File: config.mk
export PLATFORM = sky130hd
export DESIGN_NAME = slc_regs
export DESIGN_NICKNAME = d
export VERILOG_FILES = /design/src/common/slc_pkg.sv /design/src/rtl/slc_regs.sv
export VERILOG_INCLUDE_DIRS = /design/src /design/src/common
export SDC_FILE = /design/constraint.sdc
export NUM_CORES = 1
export LEC_CHECK = 0
export ABC_AREA = 1
export BUFFER_PORTS_ARGS = -buffer_cell sky130_fd_sc_hd__buf_2
export CORE_MARGIN = 2
export CORE_UTILIZATION = 29
export DETAILED_ROUTE_END_ITERATION = 12
export GPL_TIMING_DRIVEN = 0
export SYNTH_ARGS = -nofsm -noshare
export SYNTH_HDL_FRONTEND = slang
export SYNTH_SLANG_ARGS = --single-unit
File: constraint.sdc
create_clock -name mclk_i -period 5 [get_ports mclk_i]
set_clock_uncertainty 0.15 [all_clocks]
set_input_delay 0 -clock mclk_i [delete_from_list [all_inputs] [get_ports mclk_i]]
set_output_delay 0 -clock mclk_i [all_outputs]
set_load 0.005 [all_outputs]
File: src/common/slc_defines.svh
// register addresses, field positions, widths and reset values of the sweep/list config bank
`ifndef SLC_DEFINES_SVH
`define SLC_DEFINES_SVH
`define SLC_ADDR_REINIT   8'h01
`define SLC_ADDR_LED      8'h02
`define SLC_ADDR_SYNTH    8'h03
`define SLC_ADDR_MODE     8'h04
`define SLC_ADDR_SWEEP    8'h05
`define SLC_REINIT_FULL_BIT 0
`define SLC_LED_BIT       0
`define SLC_LOCK_BIT      0
`define SLC_GAIN_BIT      1
`define SLC_SPURDIS_BIT   2
`define SLC_MODE_BIT      0
`define SLC_SRC_BIT       0
`define SLC_DIR_BIT       1
`define SLC_TRI_BIT       2
`define SLC_HWTRIG_BIT    3
`define SLC_STEPTRIG_BIT  4
`define SLC_SYNTH_W       3
`define SLC_SWEEP_W       5
`define SLC_FREQ_W        48
`define SLC_SYNTH_RST     3'h0
`define SLC_SWEEP_RST     5'h00
`define SLC_FREQ_RST      48'h0
`define SLC_BIT_RST       1'h0
`define SLC_TRIG_IDLE     1'h1
`endif

File: src/common/slc_pkg.sv
// types shared by the sweep/list config bank
package slc_pkg;
   typedef enum logic {SLC_IDLE, SLC_RUN} slc_state_e;
endpackage : slc_pkg

File: src/rtl/slc_regs.sv
// sweep/list configuration registers with trigger handling and point sequencing
// Function
// - reinit write: bit0 selects keep or power-up
// - activity register bit0 drives indicator lamp
// - synth bit0 selects harmonic or fractional lock
// - synth bit1 selects normal or low gain
// - synth bit2 disables automatic fractional switch
// - fixed tone mode accepts frequency changes
// - sweep mode ignores fixed frequency writes
// - source bit0 low takes list buffer
// - source bit0 high computes start/stop/step points
// - forward direction begins at start, steps up
// - reverse direction begins at stop, steps down
// - sawtooth jumps back at cycle end
// - software trigger only starts or stops
// - hardware trigger is external falling edge
// - hardware trigger starts/stops or steps
// - step per trigger needs hardware source
`include "slc_defines.svh"
`timescale 1ns/1ps
`default_nettype none
module slc_regs
   import slc_pkg::*;
(
   input  wire logic                   mclk_i,        // 200 MHz clock
   input  wire logic                   rst_n_i,       // async reset, low
   input  wire logic                   wr_en_i,       // register write strobe
   input  wire logic [7:0]             wr_addr_i,     // register address
   input  wire logic [7:0]             wr_data_i,     // register data byte
   input  wire logic                   freq_wr_i,     // fixed tone word write
   input  wire logic [`SLC_FREQ_W-1:0] freq_data_i,   // fixed tone word
   input  wire logic                   soft_trig_i,   // software trigger pulse
   input  wire logic                   ext_trig_i,    // external trigger pin
   input  wire logic                   dwell_done_i,  // dwell time elapsed
   input  wire logic                   end_reached_i, // at last point of pass
   input  wire logic                   begin_reached_i, // at first point
   input  wire logic                   spur_risk_i,   // intermod spur predicted
   output logic                        reinit_o,      // reinit pulse
   output logic                        reinit_full_o, // power-up reinit pulse
   output logic                        led_on_o,      // access lamp
   output logic [`SLC_SYNTH_W-1:0]     synth_cfg_o,   // synth lock config
   output logic                        fractional_divider_active_o, // fractional lock in use
   output logic                        sweep_mode_o,  // sweep/list operation
   output logic [`SLC_SWEEP_W-1:0]     sweep_cfg_o,   // sweep behaviour config
   output logic [`SLC_FREQ_W-1:0]      fixed_tone_frequency_o, // fixed tone word
   output logic                        run_o,         // sequence running
   output logic                        restart_o,     // load beginning point
   output logic                        step_o,        // advance one point
   output logic                        step_down_o,   // current step direction
   output logic                        cycle_done_o   // one cycle finished
);
   // write decode
   wire wr_reinit = wr_en_i && (wr_addr_i == `SLC_ADDR_REINIT);
   wire wr_led    = wr_en_i && (wr_addr_i == `SLC_ADDR_LED);
   wire wr_synth  = wr_en_i && (wr_addr_i == `SLC_ADDR_SYNTH);
   wire wr_mode   = wr_en_i && (wr_addr_i == `SLC_ADDR_MODE);
   wire wr_sweep  = wr_en_i && (wr_addr_i == `SLC_ADDR_SWEEP);
   wire full_clr  = wr_reinit && wr_data_i[`SLC_REINIT_FULL_BIT];

   // field decode of the stored configuration
   wire lock_fractional_divider  = synth_cfg_o[`SLC_LOCK_BIT];
   wire spur_dis    = synth_cfg_o[`SLC_SPURDIS_BIT];
   wire dir_rev     = sweep_cfg_o[`SLC_DIR_BIT];
   wire triangle    = sweep_cfg_o[`SLC_TRI_BIT];
   wire hw_sel      = sweep_cfg_o[`SLC_HWTRIG_BIT];
   wire step_on_trg = sweep_cfg_o[`SLC_STEPTRIG_BIT] && hw_sel;

   // pulses, cleared back after one cycle
   always_ff @(posedge mclk_i or negedge rst_n_i) begin
      if (!rst_n_i) begin
         reinit_o      <= `SLC_BIT_RST;
         reinit_full_o <= `SLC_BIT_RST;
      end else begin
         reinit_o      <= wr_reinit;
         reinit_full_o <= full_clr;
      end
   end

   // access lamp
   always_ff @(posedge mclk_i or negedge rst_n_i) begin
      if (!rst_n_i)
         led_on_o <= `SLC_BIT_RST;
      else if (full_clr)
         led_on_o <= `SLC_BIT_RST;
      else if (wr_led)
         led_on_o <= wr_data_i[`SLC_LED_BIT];
   end

   // synthesiser config, upper bits dropped
   always_ff @(posedge mclk_i or negedge rst_n_i) begin
      if (!rst_n_i)
         synth_cfg_o <= `SLC_SYNTH_RST;
      else if (full_clr)
         synth_cfg_o <= `SLC_SYNTH_RST;
      else if (wr_synth)
         synth_cfg_o <= wr_data_i[`SLC_SYNTH_W-1:0];
   end

   // effective lock method, auto switch only from harmonic mode
   always_ff @(posedge mclk_i or negedge rst_n_i) begin
      if (!rst_n_i)
         fractional_divider_active_o <= `SLC_BIT_RST;
      else
         fractional_divider_active_o <= lock_fractional_divider || (!spur_dis && spur_risk_i);
   end

   // output mode
   always_ff @(posedge mclk_i or negedge rst_n_i) begin
      if (!rst_n_i)
         sweep_mode_o <= `SLC_BIT_RST;
      else if (full_clr)
         sweep_mode_o <= `SLC_BIT_RST;
      else if (wr_mode)
         sweep_mode_o <= wr_data_i[`SLC_MODE_BIT];
   end

   // sweep behaviour config
   always_ff @(posedge mclk_i or negedge rst_n_i) begin
      if (!rst_n_i)
         sweep_cfg_o <= `SLC_SWEEP_RST;
      else if (full_clr)
         sweep_cfg_o <= `SLC_SWEEP_RST;
      else if (wr_sweep)
         sweep_cfg_o <= wr_data_i[`SLC_SWEEP_W-1:0];
   end

   // fixed tone word, frozen while sweeping
   always_ff @(posedge mclk_i or negedge rst_n_i) begin
      if (!rst_n_i)
         fixed_tone_frequency_o <= `SLC_FREQ_RST;
      else if (full_clr)
         fixed_tone_frequency_o <= `SLC_FREQ_RST;
      else if (freq_wr_i && !sweep_mode_o)
         fixed_tone_frequency_o <= freq_data_i;
   end

   // external trigger edge detect, pin idles high
   logic trig_d_r;
   always_ff @(posedge mclk_i or negedge rst_n_i) begin
      if (!rst_n_i)
         trig_d_r <= `SLC_TRIG_IDLE;
      else
         trig_d_r <= ext_trig_i;
   end

   // trigger qualification; nothing acts outside sweep mode
   wire hw_fall   = trig_d_r && !ext_trig_i;
   wire trig_ok   = sweep_mode_o;
   wire ss_trig   = trig_ok && ((!hw_sel && soft_trig_i) ||
                                (hw_fall && hw_sel && !step_on_trg));
   wire step_trig = trig_ok && hw_fall && step_on_trg;
   wire sw_stop   = trig_ok && soft_trig_i;              // soft trigger always stops

   // sequencer state
   slc_state_e state_r;
   slc_state_e state_nxt;
   logic       back_r;                                   // on triangle return leg
   logic       back_nxt;
   logic       restart_nxt;
   logic       step_nxt;
   logic       done_nxt;

   // advance source: dwell timer, or trigger in step mode
   wire advance  = step_on_trg ? step_trig : dwell_done_i;
   wire at_end   = !back_r && end_reached_i;
   wire at_home  = back_r && begin_reached_i;
   wire stop_now = ss_trig || sw_stop || !sweep_mode_o;

   // next-state logic
   always_comb begin
      state_nxt   = state_r;
      back_nxt    = back_r;
      restart_nxt = 1'b0;
      step_nxt    = 1'b0;
      done_nxt    = 1'b0;
      case (state_r)
         SLC_IDLE: begin
            if (ss_trig || step_trig) begin
               state_nxt   = SLC_RUN;
               back_nxt    = 1'b0;
               restart_nxt = 1'b1;
            end
         end
         SLC_RUN: begin
            if (stop_now) begin
               state_nxt = SLC_IDLE;
            end else if (advance && at_end && !triangle) begin
               restart_nxt = 1'b1;
               done_nxt    = 1'b1;
            end else if (advance && at_end) begin
               back_nxt = 1'b1;
               step_nxt = 1'b1;
            end else if (advance && at_home) begin
               back_nxt = 1'b0;
               step_nxt = 1'b1;
               done_nxt = 1'b1;
            end else if (advance) begin
               step_nxt = 1'b1;
            end
         end
         default: begin
            state_nxt = SLC_IDLE;
            back_nxt  = 1'b0;
         end
      endcase
   end

   // sequencer registers
   always_ff @(posedge mclk_i or negedge rst_n_i) begin
      if (!rst_n_i) begin
         state_r <= SLC_IDLE;
         back_r  <= `SLC_BIT_RST;
      end else begin
         state_r <= state_nxt;
         back_r  <= back_nxt;
      end
   end

   // sequencer outputs, registered
   always_ff @(posedge mclk_i or negedge rst_n_i) begin
      if (!rst_n_i) begin
         run_o        <= `SLC_BIT_RST;
         restart_o    <= `SLC_BIT_RST;
         step_o       <= `SLC_BIT_RST;
         step_down_o  <= `SLC_BIT_RST;
         cycle_done_o <= `SLC_BIT_RST;
      end else begin
         run_o        <= (state_nxt == SLC_RUN);
         restart_o    <= restart_nxt;
         step_o       <= step_nxt;
         step_down_o  <= dir_rev ^ back_nxt;
         cycle_done_o <= done_nxt;
      end
   end
endmodule : slc_regs
`default_nettype wire

Word-level counts from Yosys, hierarchy flattened
Index checks and enable logic that the tools add are counted.
{"block": "word_totals", "in_bits": 74, "output_inout_bits": 66, "wordCells": 95, "regBits": 68}
{"block": "op_classes", "muxes": 34, "eq_ne": 5, "bitwise_logic": 2, "n_reduce_logical": 39}
{"operator": "$mux 48", "count": 2}
{"operator": "$mux 1", "count": 25}
{"operator": "$logic_and 1x1->1", "count": 22}
{"operator": "$eq 8x2->1 const B", "count": 2}
{"operator": "$eq 8x3->1 const B", "count": 2}
{"operator": "$mux 5", "count": 2}
{"operator": "$reduce_bool 2->1", "count": 5}
{"operator": "$eq 8x1->1 const B", "count": 1}
{"operator": "$logic_not 1->1", "count": 7}
{"operator": "$mux 3", "count": 2}
{"operator": "$pmux 1 s2", "count": 3}
{"operator": "$logic_or 1x1->1", "count": 5}
{"operator": "$not 1->1", "count": 1}
{"operator": "$xor 1x1->1", "count": 1}

Longest topological paths before layout
Gate-level depths: netlist of the first run.
{"block": "depth", "ltp_word": 12, "depth_mapped": 10}

Worst setup path before layout of the first run
Ideal clock, no wire load.
{"block": "synth_timing", "path_type": "reg2reg", "startpoint": "register sweep_mode_o", "endpoint": "register fixed_tone_frequency_o[18]", "period_less_slack_ns": 1.609, "required_time_ns": 4.737, "setup_ns": 0.113, "stages_incl_launch_ff": 8, "setup_slack_ns": 3.391, "t_arrival_ns": 1.346, "path_cell_list": "dfrtp_1 inv_1 nand2_1 buf_2 buf_4 mux2_2 nand2_1 inv_1"}
{"block": "synth_via", "elab_chain_len": 3}
{"item": "start, declared", "line_no": "slc_regs.sv:43", "source": "output logic sweep_mode_o,"}
{"item": "start signal, assigned", "line_no": "slc_regs.sv:110", "source": "sweep_mode_o <= `SLC_BIT_RST;"}
{"item": "start signal, assigned", "line_no": "slc_regs.sv:112", "source": "sweep_mode_o <= `SLC_BIT_RST;"}
{"item": "start signal, assigned", "line_no": "slc_regs.sv:114", "source": "sweep_mode_o <= wr_data_i[`SLC_MODE_BIT];"}
{"item": "$logic_not 1->1", "line_no": "slc_regs.sv:133", "source": "else if (freq_wr_i && !sweep_mode_o)"}
{"item": "$logic_and 1x1->1", "line_no": "slc_regs.sv:133"}
{"item": "$reduce_bool 2->1 (no line)"}
{"item": "end signal, assigned", "line_no": "slc_regs.sv:130", "source": "fixed_tone_frequency_o <= `SLC_FREQ_RST;"}
{"item": "end signal, assigned", "line_no": "slc_regs.sv:132", "source": "fixed_tone_frequency_o <= `SLC_FREQ_RST;"}
{"item": "end signal, assigned", "line_no": "slc_regs.sv:134", "source": "fixed_tone_frequency_o <= freq_data_i;"}
{"item": "end, declared", "line_no": "slc_regs.sv:45", "source": "output logic [`SLC_FREQ_W-1:0] fixed_tone_frequency_o,"}
No other way between the ends.
A chain may end at the register's enable or synchronous reset.

Worst setup path in the final report of the first run
{"block": "layout_timing", "startpoint": "input port wr_en_i", "endpoint": "register synth_cfg_o[1]"}
{"block": "layout_via", "elab_chain_len": 3, "elab_cells_between_ends": 5}
{"item": "start, declared", "line_no": "slc_regs.sv:27", "source": "input wire logic wr_en_i,"}
{"item": "$logic_and 1x1->1 (*)", "line_no": "slc_regs.sv:53", "source": "wire wr_reinit = wr_en_i && (wr_addr_i == `SLC_ADDR_REINIT);"}
{"item": "$logic_and 1x1->1 (*)", "line_no": "slc_regs.sv:58", "source": "wire full_clr = wr_reinit && wr_data_i[`SLC_REINIT_FULL_BIT];"}
{"item": "via full_clr", "line_no": "slc_regs.sv:58"}
{"item": "$mux 3 / $reduce_bool 2->1 (equally long branches)"}
{"item": "end signal, assigned", "line_no": "slc_regs.sv:92", "source": "synth_cfg_o <= `SLC_SYNTH_RST;"}
{"item": "end signal, assigned", "line_no": "slc_regs.sv:94", "source": "synth_cfg_o <= `SLC_SYNTH_RST;"}
{"item": "end signal, assigned", "line_no": "slc_regs.sv:96", "source": "synth_cfg_o <= wr_data_i[`SLC_SYNTH_W-1:0];"}
{"item": "end, declared", "line_no": "slc_regs.sv:41", "source": "output logic [`SLC_SYNTH_W-1:0] synth_cfg_o,"}
The timed path passes the listed nets; every way through them passes the cells marked *.

==> impl_metrics.py, run 1 <==
metrics = {
    "outcome": {
        "status": "complete, no violations",
    },
    "pwr": {
        "leakage_nw": 2.73,
        "ir_worst_vdd_v": 0.000113,
        "power.combinational.fraction_pct": 18.2,
        "power_frac_clock_pct": 34.4,
        "netSwitchingFraction_pct": 25.1,
        "netSwitchingPower_mw": 0.327,
        "power.share.sequential_pct": 47.4,
        "cell_internal_power_dissipation_mw": 0.979,
        "power_density_nw_per_um2": 267,
    },
    "final_layout": {
        "layout.core_utilization_pct": 45.8,
        "layout-drive-gt1-share_pct": 41.0,
        "largest_registers": "fixed_tone_frequency_o x48, sweep_cfg_o x5, synth_cfg_o x3",
        "fill_cell_instance_count_of_the_final_layout": 1053,
        "design.final.nets": 613,
        "largest-register": "fixed_tone_frequency_o",
        "final-instance-count-excl-fill": 684,
        "largest_register_ff_count": 48,
        "ant_cells": 0,
        "area_growth_pct": 55.3,
    },
    "timing": {
        "max-slew-margin-rel_pct": 41.7,
        "hold_viol": 0,
        "max_freq_ghz": 0.378,
        "rsz0062_at_grt": "no",
        "period_needed_ns": 2.65,
        "worst_slew_pin_slew_ns": 0.875,
        "setup_slack_ns": 2.35,
        "finalSetupTns_ns": 0,
        "final_min_period_over_clock_period_pct": 52.9,
        "drv_slew": 0,
        "final_report_setup_violation_count": 0,
        "timing.hold.ws_ns": 0.0412,
    },
    "setup_path": {
        "timing.critical_path.mode_cell": "sky130_fd_sc_hd__dlygate4sd3_1",
        "end_kind": "flop",
        "worst_path_largest_cell_delay_ns": 0.60,
        "reg2reg_from": "sweep_mode_o",
        "worst_ep_arrival_time_ns": 2.71,
        "crit_chain": "dlygate4sd3_1, buf_2, nand2_1, nor3_4, dlygate4sd3_1, nand2_2, nor2_4, inv_2, buf_6, nand2_1, o21ai_0, dlygate4sd3_1",
        "crit_path_start": "wr_en_i",
        "crit_path_start_kind": "input port",
        "library_cell_contributing_the_largest_single_delay_on_the_critical_path": "sky130_fd_sc_hd__dlygate4sd3_1",
        "critical_path.max_fanout": 10,
        "crit_type": "in2reg",
        "worst_ep_required_time_ns": 5.06,
    },
    "synthesis": {
        "yosysWarnings": 0,
        "synth-seq-cells": 68,
        "biggest_area_consumer_among_synthesized_cells": "sky130_fd_sc_hd__dfrtp_1",
        "mapped_cells": 323,
        "sequential_cell_area_fraction_in_the_yosys_report_pct": 54.0,
        "post_synth.cell_area_avg_sq_um": 9.76,
        "synth_nets": 397,
        "synth_cell_types": 22,
        "mappedNetlistArea_sq_um": 3150,
        "synth_top_cells_by_area": "sky130_fd_sc_hd__dfrtp_1 53%, sky130_fd_sc_hd__mux2_2 17%, sky130_fd_sc_hd__nand2_1 9.3%",
        "synth_largest_type_area_fraction_pct": 53.2,
    },
    "global_routing": {
        "overflow": 0,
        "grt_pass1_wl_microns": 12700,
        "grt_antenna_before_repair": 0,
        "first_global_vias": 2843,
        "grt_start_max_net_pins": 69,
        "grt_use_total_pct": 13.9,
    },
    "floorplan": {
        "coreArea_sq_um": 10700,
        "floorplan.die.width_microns": 108,
        "fp.dieH_microns": 108,
        "num_io_pins": 140,
        "initial_utilization_pct": 29.5,
        "placement_rows": 38,
        "floorplan.die_area_sq_um": 11700,
    },
    "placed_design": {
        "place.detailed.hpwl_microns": 5320,
        "port-buffer-count": 136,
        "gp_congestion": 0.747,
        "dp_worst_setup_slack_ns": 3.03,
        "total_instance_count_after_detailed_placement": 599,
    },
    "cts": {
        "clockBufferDepth": 2,
        "clock_tree_from_tritoncts": "built",
        "cts_root_buf": "sky130_fd_sc_hd__clkbuf_8",
        "post_cts_resized": 0,
        "cts_setup_buffers": 0,
        "clk_latency_ns": 0.34,
        "hold_buffers": 69,
        "cts_made_buffers": 9,
        "clkSinkCount": 68,
        "worst_setup_hold_path_clk_slew_ns": 0.07,
        "cts_max_level": 3,
    },
    "drt": {
        "ant_nets": 0,
        "remaining_drc_errors": 0,
        "num_vias": 2866,
        "viasPerCell": 4.19,
        "dr.first_iter.drc_count": 87,
        "detail_route.first_pass.iterations": 7,
        "routed_wl_microns": 8120,
        "wire_per_inst_microns": 11.9,
    },
    "hold_path": {
        "worst_hold_startpoint": "begin_reached_i",
        "hold_class": "in2reg",
    },
    "flow_run": {
        "maxCapViolations": 0,
    },
}
-- Yosys cell counts (all sizes together) --
cell / number
nand2: 79
nand3b: 3
nand3: 12
nand4: 3
nor2: 9
dfrtp: 67
buf: 10
a21oi: 3
inv: 69
clkbuf: 1
o21bai: 2
nor3: 4
mux2: 48
o211ai: 1
dfstp: 1
o21ai: 11
-- worst max-delay path, delay by kind of cell --
family	cells	cell delay, ns
AO/OA/AOI/OAI	1	0.09
buffers and inverters	6	2.02
AND/OR/NAND/NOR	5	0.59
-- cells in the final DEF, fill, tap and decap left out, drive strengths merged --
| master | n |
|---|---|
| nand3b | 3 |
| dfstp | 1 |
| nor3 | 4 |
| buf | 146 |
| dfrtp | 67 |
| nand3 | 12 |
| nor2 | 9 |
| o211ai | 1 |
| o21bai | 2 |
| nand4 | 3 |
| clkinv | 3 |
| bufinv | 1 |
| inv | 69 |
| clkbuf | 13 |
| a21oi | 3 |
| o21ai | 11 |
| mux2 | 48 |
| nand2 | 79 |
| dlygate4sd3 | 69 |
-- worst paths after layout --
path / endpoint / slack (ns) / cells after the start
worst max register to register: fixed_tone_frequency_o[25] / 3.05 / 7
max in group asynchronous: synth_cfg_o[1] / 3.95 / 2
worst min register to register: fractional_divider_active_o / 0.38 / 1
worst max-delay path: synth_cfg_o[1] / 2.35 / 12
min in group asynchronous: fixed_tone_frequency_o[20] / 0.14 / 2
worst min-delay path: cycle_done_o / 0.04 / 7
-- power by group through the flow --
stage | logic (mW) | registers (mW) | clock network [mW]
after floorplan | 0.0929 | 0.633 | 0
after CTS | 0.240 | 0.619 | 0.470
after global routing | 0.268 | 0.625 | 0.490
final | 0.238 | 0.619 | 0.449
after global placement | 0.195 | 0.628 | 0
after detailed placement | 0.199 | 0.630 | 0
-- cell families after synthesis --
kind of cell / after synthesis / synth area share (%)
simple gates: 110 / 15.0
buf+inv: 80 / 10.9
flops: 68 / 54.0
mux: 48 / 17.1
compound gates: 17 / 2.94
-- area by class of cell --
cell class,instances,area [sq um],area share [%]
sequential,68,1700,34.8
timing repair buffer,205,1370,28.1
multi-input combinational,175,1110,22.6
inverter,69,259,5.29
tap,140,175,3.58
clock buffer,12,145,2.97
buffer,11,83.8,1.71
clock inverter,4,48.8,0.997
-- layer usage --
layer	track usage, %	wire (microns)	vias up
met5	0	0	-
met4	5.68	175	0
met3	4.10	572	16
met2	24.3	3910	98
met1	16.0	3460	1323
li1	-	-	1429
-- per-stage QoR --
| stage | area, sq um | power (mW) |
|---|---|---|
| 6_report | 4890 | 1.31 |
| 2_1_floorplan | 3150 | 0.726 |
| 3_5_place_dp | 4010 | 0.829 |
| 3_3_place_gp | 4010 | 0.823 |
| 4_1_cts | 4890 | 1.33 |
| 5_1_grt | 4890 | 1.38 |
No activity file was read; power rests on OpenSTA's default activity.
==> run 2, diff against run 1 <==
==> constraint.sdc (replaced) <==
create_clock -name mclk_i -period 2.4 [get_ports mclk_i]
set_clock_uncertainty 0.15 [all_clocks]
set_input_delay 0 -clock mclk_i [delete_from_list [all_inputs] [get_ports mclk_i]]
set_output_delay 0 -clock mclk_i [all_outputs]
set_load 0.005 [all_outputs]
==> impl_metrics.py, run 2 (synthesis results as in run 1) <==
metrics = {
    "outcome": {
        "status": "complete, no violations",
    },
    "final_layout": {
        "largest-register": "fixed_tone_frequency_o",
        "layout.cells.most_common": "sky130_fd_sc_hd__buf_2",
        "largest_registers": "fixed_tone_frequency_o x48, sweep_cfg_o x5, synth_cfg_o x3",
        "top_library_cells_by_usage_in_the_layout_fill_and_taps_aside": "139 x sky130_fd_sc_hd__buf_2, 77 x sky130_fd_sc_hd__nand2_1, 70 x sky130_fd_sc_hd__dlygate4sd3_1",
        "regArea_sq_um": 1700,
        "design.final.nets": 616,
        "layout-drive-gt1-share_pct": 41.3,
        "fill_cell_instance_count_of_the_final_layout": 1045,
        "ant_cells": 0,
        "final_design_area_no_fill_sq_um": 4920,
        "area_growth_pct": 56.2,
        "largest_register_ff_count": 48,
        "multiInputGateArea_sq_um": 1110,
    },
    "floorplan": {
        "floorplan.die.width_microns": 108,
        "placement_rows": 38,
        "floorplan.die_area_sq_um": 11700,
        "coreArea_sq_um": 10700,
        "initial_utilization_pct": 29.5,
        "num_io_pins": 140,
        "fp.dieH_microns": 108,
    },
    "pwr": {
        "netSwitchingFraction_pct": 25.1,
        "leakage_nw": 2.75,
        "power.share.sequential_pct": 47.3,
        "power_frac_clock_pct": 34.3,
        "power_density_nw_per_um2": 554,
        "power.combinational.fraction_pct": 18.3,
        "netSwitchingPower_mw": 0.683,
        "ir_worst_vdd_v": 0.000234,
        "cell_internal_power_dissipation_mw": 2.04,
    },
    "drt": {
        "remaining_drc_errors": 0,
        "routed_wl_microns": 8220,
        "wire_per_inst_microns": 12.0,
        "dr.first_iter.drc_count": 110,
        "viasPerCell": 4.23,
        "ant_nets": 0,
        "detail_route.first_pass.iterations": 4,
        "num_vias": 2904,
    },
    "setup_path": {
        "critical_path.max_fanout": 10,
        "critical_path.reg2reg.endpoint": "fixed_tone_frequency_o[25]",
        "crit_path_start": "wr_addr_i[4]",
        "end_kind": "flop",
        "r2r.worst_path.cells": 7,
        "worst_ep_arrival_time_ns": 2.31,
        "worst_ep_required_time_ns": 2.46,
        "crit_path_start_kind": "input port",
        "cp-endpoint": "sweep_mode_o",
        "crit_type": "in2reg",
        "reg2reg_from": "sweep_mode_o",
        "ff_to_ff_setup_slack_ns": 0.45,
    },
    "timing": {
        "setup_slack_ns": 0.152,
        "rsz0062_at_grt": "no",
        "max-slew-margin-rel_pct": 41.8,
        "hold_viol": 0,
        "period_needed_ns": 2.25,
        "finalSetupTns_ns": 0,
        "max_freq_ghz": 0.445,
        "final_report_setup_violation_count": 0,
        "drv_slew": 0,
        "worst_slew_pin_slew_ns": 0.872,
        "final_min_period_over_clock_period_pct": 93.7,
    },
    "placed_design": {
        "gp_congestion": 0.747,
        "placed_cell_area_sq_um": 4010,
        "dp_worst_setup_slack_ns": 0.425,
        "place.detailed.hpwl_microns": 5320,
        "port-buffer-count": 136,
    },
    "cts": {
        "worst_setup_hold_path_clk_slew_ns": 0.07,
        "cts_max_level": 3,
        "cts_root_buf": "sky130_fd_sc_hd__clkbuf_8",
        "cts_made_buffers": 9,
        "clock_tree_from_tritoncts": "built",
        "clk_latency_ns": 0.34,
        "clkSinkCount": 68,
        "clockBufferDepth": 2,
    },
    "flow_run": {
        "maxCapViolations": 0,
    },
    "global_routing": {
        "overflow": 0,
        "grt_start_max_net_pins": 69,
        "first_global_vias": 2852,
        "grt_pass1_wl_microns": 12900,
        "grt_use_total_pct": 14.1,
        "grt_antenna_before_repair": 0,
    },
    "hold_path": {
        "hold_class": "in2reg",
    },
}
-- run 2: cell types whose count changed in the layout (fill, tap and decap cells not counted), sizes merged --
cell / change
buf: +2
dlygate4sd3: +1
-- run 2: power groups by stage --
stage	clock network [mW]	logic, mW	registers [mW]
floorplan	0	0.194	1.32
global placement	0	0.406	1.31
detailed placement	0	0.415	1.31
CTS	0.979	0.502	1.29
global route	1.02	0.562	1.30
finish	0.936	0.500	1.29
-- run 2: cell type report --
| type | count | share of cell area, % |
|---|---|---|
| sequential | 68 | 34.6 |
| timing repair buffer | 208 | 28.4 |
| tap | 140 | 3.56 |
| buffer | 11 | 1.70 |
| inverter | 69 | 5.26 |
| clock buffer | 12 | 2.95 |
| clock inverter | 4 | 0.991 |
| multi-input combinational | 175 | 22.5 |
-- run 2: layer usage --
layer  routed length (microns)  track usage [%]  up-vias  share of wire (%)
li1                          -                -     1437                  -
met1                      3430             16.3     1342                 42
met2                      3960             24.7      107                 48
met3                       649             4.10       18                7.9
met4                       176             5.40        0                2.1
met5                         0                0        -                  0
-- run 2: worst max-delay path: stages --
cell and delay (ns):
sky130_fd_sc_hd__dlygate4sd3_1 0.53, sky130_fd_sc_hd__buf_2 0.12, sky130_fd_sc_hd__nor2_1 0.10, sky130_fd_sc_hd__nand2_2 0.10, sky130_fd_sc_hd__nor3_4 0.24, sky130_fd_sc_hd__buf_4 0.15
sky130_fd_sc_hd__nand2_2 0.07, sky130_fd_sc_hd__nor2_4 0.12, sky130_fd_sc_hd__inv_2 0.05, sky130_fd_sc_hd__buf_6 0.15, sky130_fd_sc_hd__nand3_1 0.06, sky130_fd_sc_hd__o21ai_0 0.07
sky130_fd_sc_hd__dlygate4sd3_1 0.55
-- run 2: worst min path at each step --
stage | start | end | slack (ns) | cells after the start
after detailed placement | ext_trig_i | trig_d_r | -0.02 | 1
after global placement | ext_trig_i | trig_d_r | -0.02 | 1
after global routing | begin_reached_i | cycle_done_o | 0.06 | 7
after floorplan | rst_n_i | back_r | -0.45 | 0
final | wr_addr_i[5] | synth_cfg_o[0] | 0.02 | 6
after CTS | wr_addr_i[5] | reinit_full_o | 0.002 | 6
-- run 2: stage by stage --
stage	util (%)	cells	hold slack (ns)	total power, mW
after floorplan	-	323	-0.446	1.51
after global placement	37.5	599	-0.0224	1.71
after detailed placement	37.5	599	-0.0165	1.73
after CTS	45.9	686	0.00228	2.77
after global routing	46.0	687	0.0591	2.89
final	46.0	687	0.0158	2.72
-- run 2: what timing repair did --
action	CTS	global route
resized for setup	0	2
buffers inserted	0	2
hold endpoints to repair	134	0
hold buffers	71	0
endpoints found under the setup margin	0	1
